[src/shared/lsd_params.svh]
// Register map, field positions, reset values and timing counts of the segment display driver
`ifndef LSD_PARAMS_SVH
`define LSD_PARAMS_SVH

// Register byte addresses
`define LSD_ADDR_CTRL 12'h000
`define LSD_ADDR_SHARE 12'h004
`define LSD_ADDR_STATUS 12'h008
`define LSD_ADDR_MEM_BASE 12'h040
`define LSD_ADDR_MEM_LAST 12'h0A0
`define LSD_MEM_WORDS 25

// Control register fields
`define LSD_CTRL_TYPE 7
`define LSD_CTRL_DUTY 5
`define LSD_CTRL_BIAS 4
`define LSD_CTRL_PUMP_HI 3
`define LSD_CTRL_PUMP_LO 1
`define LSD_CTRL_EN 0
`define LSD_CTRL_MASK 8'hBF
`define LSD_CTRL_RESET 8'h00

// Pin-share register fields
`define LSD_SHARE_PIN1_COM 3
`define LSD_SHARE_PIN0_COM 2
`define LSD_SHARE_COMMON_LINE_3_SEG 1
`define LSD_SHARE_COMMON_LINE_2_SEG 0
`define LSD_SHARE_RESET 4'h0

// Timing
`define LSD_CLK_HZ 250000000
`define LSD_CLK_PERIOD_NS 4
`define LSD_SLOW_OSC_HZ 32768
`define LSD_SLOW_OSC_CYCLES (`LSD_CLK_HZ / `LSD_SLOW_OSC_HZ)
`define LSD_DISPLAY_DIV 16'h0008
`define LSD_RESET_DELAY_NS 64
`define LSD_STARTUP_NS 1024
`define LSD_HOLD_CYCLES \
	((`LSD_RESET_DELAY_NS + `LSD_STARTUP_NS + `LSD_CLK_PERIOD_NS - 1) / `LSD_CLK_PERIOD_NS)

`endif

[src/shared/lsd_pkg.sv]
// Types of the segment display driver
`default_nettype none
package lsd_pkg;

	// Driver state, Gray coded along float, off, run
	typedef enum logic [1:0] {
		ST_FLOAT = 2'h0,
		ST_OFF = 2'h1,
		ST_RUN = 2'h3
	} lsd_state_type;

	// Output pin level: ground, mid bias, pumped top
	typedef enum logic [1:0] {
		LV_LOW = 2'h0,
		LV_MID = 2'h1,
		LV_HIGH = 2'h2
	} lsd_level_type;

endpackage
`default_nettype wire

[src/lsd_driver.sv]
// Segment display driver: registers, display memory, timebase and pin waveforms
//
// Implementation choices: register access over APB and the register offsets.
`include "lsd_params.svh"
`timescale 1ns/1ps
`default_nettype none
module lsd_driver
	import lsd_pkg::*;
#(
	parameter logic [15:0] SLOW_OSC_CYCLES = 16'(`LSD_SLOW_OSC_CYCLES)
) (
	input wire logic pclk,
	input wire logic presetn,
	input wire logic psel,
	input wire logic penable,
	input wire logic pwrite,
	input wire logic [11:0] paddr,
	input wire logic [31:0] pwdata,
	output logic [31:0] prdata,
	output logic pready,
	output logic pslverr,
	input wire logic sys_reset_req,
	input wire logic wdt_lowpower_reset,
	output logic [3:0][1:0] com_pin_level,
	output logic [3:0] com_pin_oe,
	output logic [22:0][1:0] seg_pin_level,
	output logic [22:0] seg_pin_oe,
	output logic bias_source_select,
	output logic pump_clk_en
);
	localparam logic [11:0] HOLD_LAST = 12'(`LSD_HOLD_CYCLES - 1);

	logic [7:0] ctrl_q, ctrl_d;
	logic [3:0] share_q, share_d;
	logic [3:0] mem_q [`LSD_MEM_WORDS];
	logic [3:0] mem_d [`LSD_MEM_WORDS];
	lsd_state_type state_q, state_d;
	logic [11:0] hold_q, hold_d;
	logic [1:0] slot_q, slot_d;
	logic pol_q, pol_d;
	logic [31:0] prdata_q, prdata_d;
	logic pump_q, pump_d;
	logic [3:0][1:0] com_lvl_q, com_lvl_d;
	logic [3:0] com_oe_q, com_oe_d;
	logic [22:0][1:0] seg_lvl_q, seg_lvl_d;
	logic [22:0] seg_oe_q, seg_oe_d;
	logic disp_rst, slow_tick, lcd_tick, pump_tick;
	logic en, type_b, duty4, last_slot, adv, pump_restart;
	logic [3:0] share_eff;
	logic [24:0][1:0] seg_sig;
	logic [3:0][1:0] com_sig;
	logic setup_ph, access_ph, wr, rd_ok;
	logic [4:0] mem_idx;

	// Pump divide ratio of the 3-bit field
	function automatic logic [15:0] pump_ratio(input logic [2:0] f);
		case (f)
			3'h0: pump_ratio = 16'h0080;
			3'h1: pump_ratio = 16'h0040;
			3'h2: pump_ratio = 16'h0020;
			3'h3: pump_ratio = 16'h0010;
			3'h4: pump_ratio = 16'h0008;
			3'h5: pump_ratio = 16'h0004;
			default: pump_ratio = 16'h0002;
		endcase
	endfunction

	// Extreme level for a polarity
	function automatic logic [1:0] extreme(input logic p);
		extreme = p ? LV_HIGH : LV_LOW;
	endfunction

	// Memory word index of an in-range address
	function automatic logic [4:0] word_index(input logic [11:0] a);
		logic [11:0] off;
		off = a - `LSD_ADDR_MEM_BASE;
		word_index = off[6:2];
	endfunction

	// Control decode
	assign en = ctrl_q[`LSD_CTRL_EN];
	assign type_b = ctrl_q[`LSD_CTRL_TYPE];
	assign duty4 = ctrl_q[`LSD_CTRL_DUTY];
	assign disp_rst = sys_reset_req && !wdt_lowpower_reset;
	assign last_slot = slot_q == (duty4 ? 2'h3 : 2'h2);
	assign adv = lcd_tick && (type_b || pol_q);
	// Restart the pump count when the divider field changes, so no short first gap
	assign pump_restart = state_q != ST_RUN
		|| ctrl_d[`LSD_CTRL_PUMP_HI:`LSD_CTRL_PUMP_LO] != ctrl_q[`LSD_CTRL_PUMP_HI:`LSD_CTRL_PUMP_LO];

	// Timebase: slow oscillator, display clock, pump clock
	lsd_tick_div u_slow (
		.pclk(pclk),
		.presetn(presetn),
		.clear(1'b0),
		.step_en(1'b1),
		.ratio(SLOW_OSC_CYCLES),
		.tick(slow_tick)
	);

	lsd_tick_div u_lcd (
		.pclk(pclk),
		.presetn(presetn),
		.clear(state_q != ST_RUN),
		.step_en(slow_tick),
		.ratio(`LSD_DISPLAY_DIV),
		.tick(lcd_tick)
	);

	lsd_tick_div u_pump (
		.pclk(pclk),
		.presetn(presetn),
		.clear(pump_restart),
		.step_en(slow_tick),
		.ratio(pump_ratio(ctrl_q[`LSD_CTRL_PUMP_HI:`LSD_CTRL_PUMP_LO])),
		.tick(pump_tick)
	);

	// APB phases and decode
	assign setup_ph = psel && !penable;
	assign access_ph = psel && penable;
	assign wr = access_ph && pwrite;
	assign mem_idx = word_index(paddr);
	assign pready = access_ph;
	assign prdata = prdata_q;

	always_comb begin
		rd_ok = 1'b0;
		if (paddr == `LSD_ADDR_CTRL || paddr == `LSD_ADDR_SHARE) begin
			rd_ok = 1'b1;
		end else if (paddr == `LSD_ADDR_STATUS) begin
			rd_ok = 1'b1;
		end else if (paddr >= `LSD_ADDR_MEM_BASE && paddr <= `LSD_ADDR_MEM_LAST) begin
			rd_ok = paddr[1:0] == 2'h0;
		end
		pslverr = access_ph && !rd_ok;
	end

	// Register, memory and read-data next values
	always_comb begin
		ctrl_d = ctrl_q;
		share_d = share_q;
		mem_d = mem_q;
		prdata_d = prdata_q;
		if (wr && rd_ok) begin
			if (paddr == `LSD_ADDR_CTRL) begin
				ctrl_d = pwdata[7:0] & `LSD_CTRL_MASK;
			end else if (paddr == `LSD_ADDR_SHARE) begin
				share_d = pwdata[3:0];
			end else if (paddr != `LSD_ADDR_STATUS) begin
				mem_d[mem_idx] = pwdata[3:0];
			end
		end
		if (setup_ph && !pwrite) begin
			if (paddr == `LSD_ADDR_CTRL) begin
				prdata_d = {24'h000000, ctrl_q};
			end else if (paddr == `LSD_ADDR_SHARE) begin
				// Common-to-segment bits read zero at quarter duty
				prdata_d = {28'h0000000, share_q[3:2], duty4 ? 2'h0 : share_q[1:0]};
			end else if (paddr == `LSD_ADDR_STATUS) begin
				prdata_d = {27'h0000000, pol_q, slot_q, state_q};
			end else if (paddr >= `LSD_ADDR_MEM_BASE && paddr <= `LSD_ADDR_MEM_LAST) begin
				prdata_d = {28'h0000000, mem_q[mem_idx]};
			end else begin
				prdata_d = 32'h00000000;
			end
		end
		if (disp_rst) begin
			ctrl_d = `LSD_CTRL_RESET;
			share_d = `LSD_SHARE_RESET;
		end
	end

	// State, reset hold and frame sequencer
	always_comb begin
		state_d = state_q;
		hold_d = hold_q;
		slot_d = slot_q;
		pol_d = pol_q;
		case (state_q)
			ST_FLOAT: begin
				// Float for reset delay plus start-up after release
				if (hold_q == HOLD_LAST) begin
					state_d = ST_OFF;
				end else begin
					hold_d = hold_q + 12'h001;
				end
			end
			ST_OFF: begin
				if (en) begin
					state_d = ST_RUN;
				end
			end
			ST_RUN: begin
				if (!en) begin
					state_d = ST_OFF;
				end else if (lcd_tick) begin
					// Type A flips every tick, type B at frame wrap
					if (!type_b) begin
						pol_d = !pol_q;
					end else if (last_slot) begin
						pol_d = !pol_q;
					end
					if (adv) begin
						slot_d = last_slot ? 2'h0 : slot_q + 2'h1;
					end
				end
			end
			default: state_d = ST_FLOAT;
		endcase
		// Drop a slot past the active commons when duty falls to a third
		if (!ctrl_d[`LSD_CTRL_DUTY] && slot_d == 2'h3) begin
			slot_d = 2'h0;
		end
		if (state_d != ST_RUN) begin
			slot_d = 2'h0;
			pol_d = 1'b0;
		end
		if (disp_rst) begin
			state_d = ST_FLOAT;
			hold_d = 12'h000;
		end
	end

	// Common and segment signal levels for the current slot
	always_comb begin
		for (int c = 0; c < 4; c++) begin
			com_sig[c] = (2'(c) == slot_q) ? extreme(pol_q) : LV_MID;
		end
		for (int s = 0; s < `LSD_MEM_WORDS; s++) begin
			// Lit pixel opposes the common, dark pixel follows it
			seg_sig[s] = extreme(pol_q ^ mem_q[s][slot_q]);
		end
	end

	// Pin sharing, with common pin 3 forced to segment 23 at third duty
	assign share_eff = {share_q[3:2], share_q[1] | !duty4, share_q[0]};

	// Pin level and drive next values
	always_comb begin
		com_lvl_d = '0;
		seg_lvl_d = '0;
		com_oe_d = 4'hF;
		seg_oe_d = '1;
		pump_d = 1'b0;
		if (state_q == ST_FLOAT) begin
			com_oe_d = 4'h0;
			seg_oe_d = '0;
		end else if (state_q == ST_RUN) begin
			com_lvl_d[0] = com_sig[0];
			com_lvl_d[1] = com_sig[1];
			com_lvl_d[2] = share_eff[`LSD_SHARE_COMMON_LINE_2_SEG] ? seg_sig[24] : com_sig[2];
			com_lvl_d[3] = share_eff[`LSD_SHARE_COMMON_LINE_3_SEG] ? seg_sig[23] : com_sig[3];
			for (int s = 2; s < 23; s++) begin
				seg_lvl_d[s] = seg_sig[s];
			end
			seg_lvl_d[0] = share_eff[`LSD_SHARE_PIN0_COM] ? com_sig[2] : seg_sig[0];
			seg_lvl_d[1] = share_eff[`LSD_SHARE_PIN1_COM] ? com_sig[3] : seg_sig[1];
			pump_d = pump_tick;
		end
	end

	// Registers
	always_ff @(posedge pclk or negedge presetn) begin
		if (!presetn) begin
			ctrl_q <= `LSD_CTRL_RESET;
			share_q <= `LSD_SHARE_RESET;
			for (int i = 0; i < `LSD_MEM_WORDS; i++) begin
				mem_q[i] <= 4'h0;
			end
			state_q <= ST_FLOAT;
			hold_q <= 12'h000;
			slot_q <= 2'h0;
			pol_q <= 1'b0;
			prdata_q <= 32'h00000000;
			pump_q <= 1'b0;
			com_lvl_q <= '0;
			seg_lvl_q <= '0;
			com_oe_q <= 4'h0;
			seg_oe_q <= '0;
		end else begin
			ctrl_q <= ctrl_d;
			share_q <= share_d;
			mem_q <= mem_d;
			state_q <= state_d;
			hold_q <= hold_d;
			slot_q <= slot_d;
			pol_q <= pol_d;
			prdata_q <= prdata_d;
			pump_q <= pump_d;
			com_lvl_q <= com_lvl_d;
			seg_lvl_q <= seg_lvl_d;
			com_oe_q <= com_oe_d;
			seg_oe_q <= seg_oe_d;
		end
	end

	// Outputs
	assign com_pin_level = com_lvl_q;
	assign com_pin_oe = com_oe_q;
	assign seg_pin_level = seg_lvl_q;
	assign seg_pin_oe = seg_oe_q;
	assign bias_source_select = ctrl_q[`LSD_CTRL_BIAS];
	assign pump_clk_en = pump_q;

	logic [4:0] slow_seen_q;
	logic [8:0] pump_gap_q;
	always_ff @(posedge pclk or negedge presetn) begin
		if (!presetn) begin
			slow_seen_q <= 5'h00;
			pump_gap_q <= 9'h000;
		end else begin
			slow_seen_q <= lcd_tick ? 5'h00 : (state_q != ST_RUN ? 5'h00 :
				slow_seen_q + 5'(slow_tick));
			pump_gap_q <= pump_tick ? 9'h000 : (pump_restart ? 9'h000 :
				pump_gap_q + 9'(slow_tick));
		end
	end
endmodule // lsd_driver
`default_nettype wire

[src/lsd_tick_div.sv]
// Programmable enable-pulse divider
`timescale 1ns/1ps
`default_nettype none
module lsd_tick_div (
	input wire logic pclk,
	input wire logic presetn,
	input wire logic clear,
	input wire logic step_en,
	input wire logic [15:0] ratio,
	output logic tick
);
	logic [15:0] cnt_q;
	logic [15:0] cnt_d;

	// Pulse on the last step of each ratio
	assign tick = step_en && !clear && (cnt_q >= ratio - 16'h0001);

	// Next count
	always_comb begin
		cnt_d = cnt_q;
		if (clear) begin
			cnt_d = 16'h0000;
		end else if (tick) begin
			cnt_d = 16'h0000;
		end else if (step_en) begin
			cnt_d = cnt_q + 16'h0001;
		end
	end

	// Count register
	always_ff @(posedge pclk or negedge presetn) begin
		if (!presetn) begin
			cnt_q <= 16'h0000;
		end else begin
			cnt_q <= cnt_d;
		end
	end
endmodule // lsd_tick_div
`default_nettype wire

[config.mk]
export PLATFORM = sky130hd
export DESIGN_NAME = lsd_driver
export DESIGN_NICKNAME = d
export VERILOG_FILES = /design/src/shared/lsd_pkg.sv /design/src/lsd_driver.sv /design/src/lsd_tick_div.sv
export VERILOG_INCLUDE_DIRS = /design/src /design/src/shared
export SDC_FILE = /design/constraint.sdc
export NUM_CORES = 1
export LEC_CHECK = 0
export BUFFER_PORTS_ARGS = -buffer_cell sky130_fd_sc_hd__buf_2
export CAP_MARGIN = 30
export CORE_MARGIN = 5
export CORE_UTILIZATION = 53
export DETAILED_ROUTE_END_ITERATION = 10
export GPL_ROUTABILITY_DRIVEN = 1
export GPL_TIMING_DRIVEN = 0
export PLACE_DENSITY = 0.75
export SLEW_MARGIN = 40
export SYNTH_ARGS = -nofsm -noshare
export SYNTH_HDL_FRONTEND = slang
export SYNTH_SLANG_ARGS = --single-unit
export TNS_END_PERCENT = 10
[constraint.sdc]
create_clock -name pclk -period 2.26 [get_ports pclk]
set_input_delay 0.339 -clock pclk [delete_from_list [all_inputs] [get_ports pclk]]
set_output_delay 0.339 -clock pclk [all_outputs]
set_load 0.005 [all_outputs]
==> After elaboration in Yosys (flattened, before gate mapping) <==
Index checks and enable logic that the tools add are counted.
{ "totals": {"wordCells": 321, "reg_bits": 291, "input_bits": 51, "out_inout_bits": 117} }
{ "classes": {"reduce_logical": 46, "n_eq_ne": 22, "n_addsub": 7, "magnitude_cmp": 8, "muxes": 143, "bitwise_logic": 29} }
{ "ops": {"columns": ["operator", "count"], "rows": [
  ["2-to-1 mux 16 bit", 7],
  ["bitwise mux 100 bit", 1],
  ["2-to-1 mux 2 bit", 46],
  ["2-to-1 mux 46 bit", 2],
  ["binary-select mux 1 bit (select 2 bit)", 25],
  ["adder 16 x 1 -> 16 bit (second input constant)", 3],
  ["2-to-1 mux 8 bit", 6],
  ["case mux 8 bit (6 select lines)", 1],
  ["2-to-1 mux 1 bit", 37],
  ["2-to-1 mux 12 bit", 3],
  ["2-to-1 mux 4 bit", 9],
  ["bitwise XOR 1 bit", 25],
  ["2-to-1 mux 23 bit", 1],
  ["binary-select mux 4 bit (select 5 bit)", 1],
  ["demux 4 bit (select 5 bit)", 1],
  [">= comparator 16 x 13 -> 1 bit (second input constant)", 1],
  [">= comparator 16 bit", 1],
  [">= comparator 16 x 3 -> 1 bit (second input constant)", 1],
  ["logical AND 1 bit", 15],
  ["nonzero test 2 bit", 7],
  ["adder 12 x 1 -> 12 bit (second input constant)", 1],
  ["equality test 12 x 3 -> 1 bit (second input constant)", 1],
  ["equality test 12 x 4 -> 1 bit (second input constant)", 1],
  ["equality test 12 x 9 -> 1 bit (second input constant)", 1],
  ["other kinds (34)", 58]
]} }

==> Logic depth before layout (Yosys ltp) <==
{ "depth": {"word_depth": 15, "ltp_mapped": 10, "ltp_nobuf": 8} }

==> Cells and area by module <==
A second synthesis with hierarchy kept.
{ "hier_totals": {"cells_unflattened": 1317, "hier_area_um2": 13681.9} }
{ "modules_own_cells": {"columns": ["mod", "area_each_um2", "cells_per_inst", "instances"], "rows": [
  ["lsd_driver", 9262.6, 791, 1],
  ["lsd_tick_div at u_lcd ...", 1476.4, 178, 2],
  ["lsd_tick_div at u_slow", 1466.4, 170, 1]
]} }

==> Least setup slack after synthesis <==
No wires, ideal clock.
{ "synth_path": {"path_type": "register to register", "start": "register ctrl_q[2]", "end": "register u_pump.cnt_q[13]", "path_buffers": 2, "required_ns": 2.157, "setup_slack_ns": -0.179, "t_arrival_ns": 2.336, "stages_incl_launch_ff": 11, "cell_sequence": "dfrtp_1 > buf_6 > or3_1 > ha_1 > a21o_1 > a221oi_1 > a211oi_1 > a211oi_4 > clkbuf_1 > a32oi_1 > o41ai_2"} }
{ "synth_via": {"elab_chain_cells": 10, "elab_cells_between_ends": 20} }
{ "synth_rtl": {"columns": ["element", "line", "source"], "rows": [
  ["from (decl)", "lsd_driver.sv:33", "logic [7:0] ctrl_q, ctrl_d;"],
  ["from (signal assigned)", "lsd_driver.sv:266", "ctrl_q <= `LSD_CTRL_RESET;"],
  ["from (signal assigned)", "lsd_driver.sv:282", "ctrl_q <= ctrl_d;"],
  ["parallel branches: the longest is 10 deep, another holds >= comparator 16 bit", null, null],
  ["to (signal assigned)", "lsd_tick_div.sv:35", "cnt_q <= cnt_d;"],
  ["to (decl)", "lsd_tick_div.sv:12", "logic [15:0] cnt_q;"]
]} }
Several ways; the timed one is not identified. The select of a mux whose other input is x is not followed.
A chain may end at the register's enable or synchronous reset.

==> Worst setup path after layout <==
{ "layout_path": {"start": "register ctrl_q[2]", "end": "register u_pump.cnt_q[4]"} }
The elaborated chain is that of the path after synthesis.

==> flow_metrics.tcl <==
set metrics [dict create \
    worstPathRequired_ns 2.68 \
    cts_root_buf "clkbuf_16" \
    cts_buffers 24 \
    grt_max_degree 71 \
    antenna_found_initial 0 \
    final_common_cell "dfrtp_1" \
    cp-start-kind "flop" \
    hold_viol 0 \
    grt_pass1_wl_um 49200 \
    yosys_register_bits 218 \
    netSwitchingFraction_pct 22.4 \
    critical_path_class "reg2reg" \
    drtIter0Drc 713 \
    nFillCells 1705 \
    rsz0062_at_grt "true" \
    initial_utilization_pct 54.2 \
    layout-drive-gt1-share_pct 34.9 \
    die_area_um2 25600 \
    clockPowerShare_pct 46.9 \
    hpwlAfterDp_um 21100 \
    p_per_area_nw_per_um2 605 \
    fin_crit_sh_pct 107 \
    path_max_fanout 7 \
    die_width_um 160 \
    seq_area_frac_synth_pct 45.8 \
    gp_congestion 0.987 \
    max_slew_margin_pct 40.5 \
    status "finished with violations" \
    end_kind "flop" \
    wl_um 29900 \
    p_int_uw 6600 \
    syn-mean-instance-area_um2 11.5 \
    hold-worst-slack_ns 0.0635 \
    cap_violations 0 \
    skew_ns 0.00843 \
    cts_sinks 218 \
    post_drt_via_cell_ratio 5.78 \
    cp.arrival_ns 2.85 \
    vias 8767 \
    min_path_type "in2reg" \
    layout_common_cells "dfrtp_1, buf_2, mux2_2" \
    cts_tree "built" \
    grt_overflow_total 0 \
    clockBufferDepth 3 \
    clkTransAtPathRegs_ns 0.06 \
    tightest_slew_ns 0.884 \
    p_sw_uw 1910 \
    pre_cts_ws_ns -0.294 \
    setup_viol 16 \
    fin_nets 1298 \
    pwr-share-seq_pct 46.9 \
    drt-pass1-iter-count 5 \
    htree_levels 1 \
    syn_inst 1034 \
    grtUsageTotal_pct 23.6 \
    yosys_warnings 0 \
    vdd.ir_drop.worst_mv 0.502 \
    min_period_ns 2.42 \
    synth_async_sr_flop_share_pct 100 \
    io_buffers 94 \
    leakage_uw 0.00667 \
    diodes 0 \
    setup_ws_ns -0.164 \
    p_comb_share_pct 6.2 \
    violations "setup timing" \
    yosys_most_used_dff "dfrtp_1" \
    synth_area_um2 11900 \
    final_util_pct 64.0 \
    wl_per_cell_um 19.7 \
    synth_cell_type_count 75 \
    antenna_left 0 \
    first_global_vias 9123 \
    die-height_um 160 \
    core_area_um2 22000 \
    synth_edf_count 0 \
    drcViolationCount 0 \
    slew_viol_final 0 \
    num_rows 54 \
    timing.fmax_mhz 413 \
    insertion_delay_ns 0.51 \
    area_growth_pct 18.0 \
    boundaryPins 168 \
]
critical path: stages, from the launching register on:
cell      delay, ns
dfrtp_1        0.37
buf_6          0.13
or3_4          0.41
ha_4           0.17
a21o_1         0.17
a221oi_2       0.25
a211oi_2       0.07
a211oi_4       0.22
buf_6          0.16
clkbuf_8       0.15
nand3_2        0.06
mux2i_1        0.17
timing repair:
action,4_1_cts,5_1_grt
endpoints found under the setup margin,39,36
gates cloned,1,0
buffers inserted,10,0
endpoints found under the hold margin,123,0
resized for setup,17,8
pin swaps,12,0
hold buffers,1,0
worst paths after layout:
kind	slack (ns)	endpoint	depth (start not counted)	from
setup / recovery	-0.16	u_pump.cnt_q[4]	11	ctrl_q[2]
min in group asynchronous	0.24	hold_q[6]	2	presetn
hold reg to reg	0.49	prdata[7]	2	prdata[7]
max in group asynchronous	1.06	mem_q[44]	4	presetn
setup reg to reg	-0.16	u_pump.cnt_q[4]	11	ctrl_q[2]
hold / removal	0.06	ctrl_q[4]	3	pwdata[4]
power by group through the flow:
stage / sequential [µW] / combinational [µW] / clock, µW
global placement: 4050 / 493 / 0
detailed placement: 4050 / 520 / 0
global route: 3990 / 590 / 4210
floorplan: 4050 / 288 / 0
CTS: 3980 / 525 / 4040
finish: 3980 / 529 / 3990
metal layers:
metal	up-vias	part of all wire [%]	track usage (%)
met1	4335	40	30.5
li1	3961	-	-
met2	387	48	39.7
met4	0	3.9	8.41
met5	-	0	0
met3	84	7.8	5.18
logic make-up after synthesis:
| kind of cell | share of synthesized area, % |
|---|---|
| compound gates | 7.22 |
| fa+ha+maj | 2.52 |
| flops | 45.8 |
| simple gates | 13.6 |
| buf+inv | 7.54 |
| xor+xnor | 3.24 |
| mux | 20.0 |
| other cells | 0.0631 |
flip-flops by register name, indices dropped and copies added (netlist names):
name and count:
hold_q 12, slot_q 2, share_q 4, pump_clk_en 1, state_q 2, com_pin_level 8, u_pump.cnt_q 16, ctrl_q 7
u_lcd.cnt_q 16, prdata 7, u_slow.cnt_q 16, pol_q 1, seg_pin_level 25, seg_pin_oe 1, mem_q 100
through the flow:
stage               TNS, ns  power, µW  std cells  cell area (µm²)
floorplan                 0       4340       1090            12200
global placement    -630.43       4550       1464            13000
detailed placement   -13.57       4570       1467            13100
CTS                  -0.934       8550       1517            14000
global route          -4.12       8790       1517            14100
finish                -1.67       8500       1517            14100
Yosys cell counts (7+ instances only):
library cell / n / area (µm²)
dfrtp_1: 218 / 5460
mux2_2: 98 / 1100
nor2_1: 81 / 304
buf_4: 75 / 563
nand2_1: 69 / 259
mux4_2: 50 / 1130
o21ai_0: 32 / 160
a21oi_1: 30 / 150
xnor2_1: 29 / 254
clkbuf_1: 26 / 97.6
and3_1: 24 / 150
ha_1: 24 / 300
nand3_1: 24 / 120
inv_1: 20 / 75.1
buf_2: 16 / 80.1
nor2b_1: 15 / 93.8
xor2_1: 15 / 131
mux2i_1: 13 / 130
and2_1: 12 / 75.1
nand4_1: 12 / 75.1
a31oi_1: 10 / 62.6
nor3_1: 10 / 50.1
buf_1: 7 / 26.3
nand2b_1: 7 / 43.8
nor2_4: 7 / 78.8
layout make-up:
| cell class | count | area (µm²) | area share [%] |
|---|---|---|---|
| multi-input cells | 723 | 5860 | 41.7 |
| well taps | 280 | 350 | 2.49 |
| inverters | 20 | 75.1 | 0.534 |
| clock inverters | 5 | 75.1 | 0.534 |
| plain buffers | 127 | 838 | 5.96 |
| clock buffers | 35 | 733 | 5.22 |
| repair buffers | 109 | 666 | 4.74 |
| flip-flops and latches | 218 | 5460 | 38.8 |
Note: power is estimated with default switching activity, not from simulation.
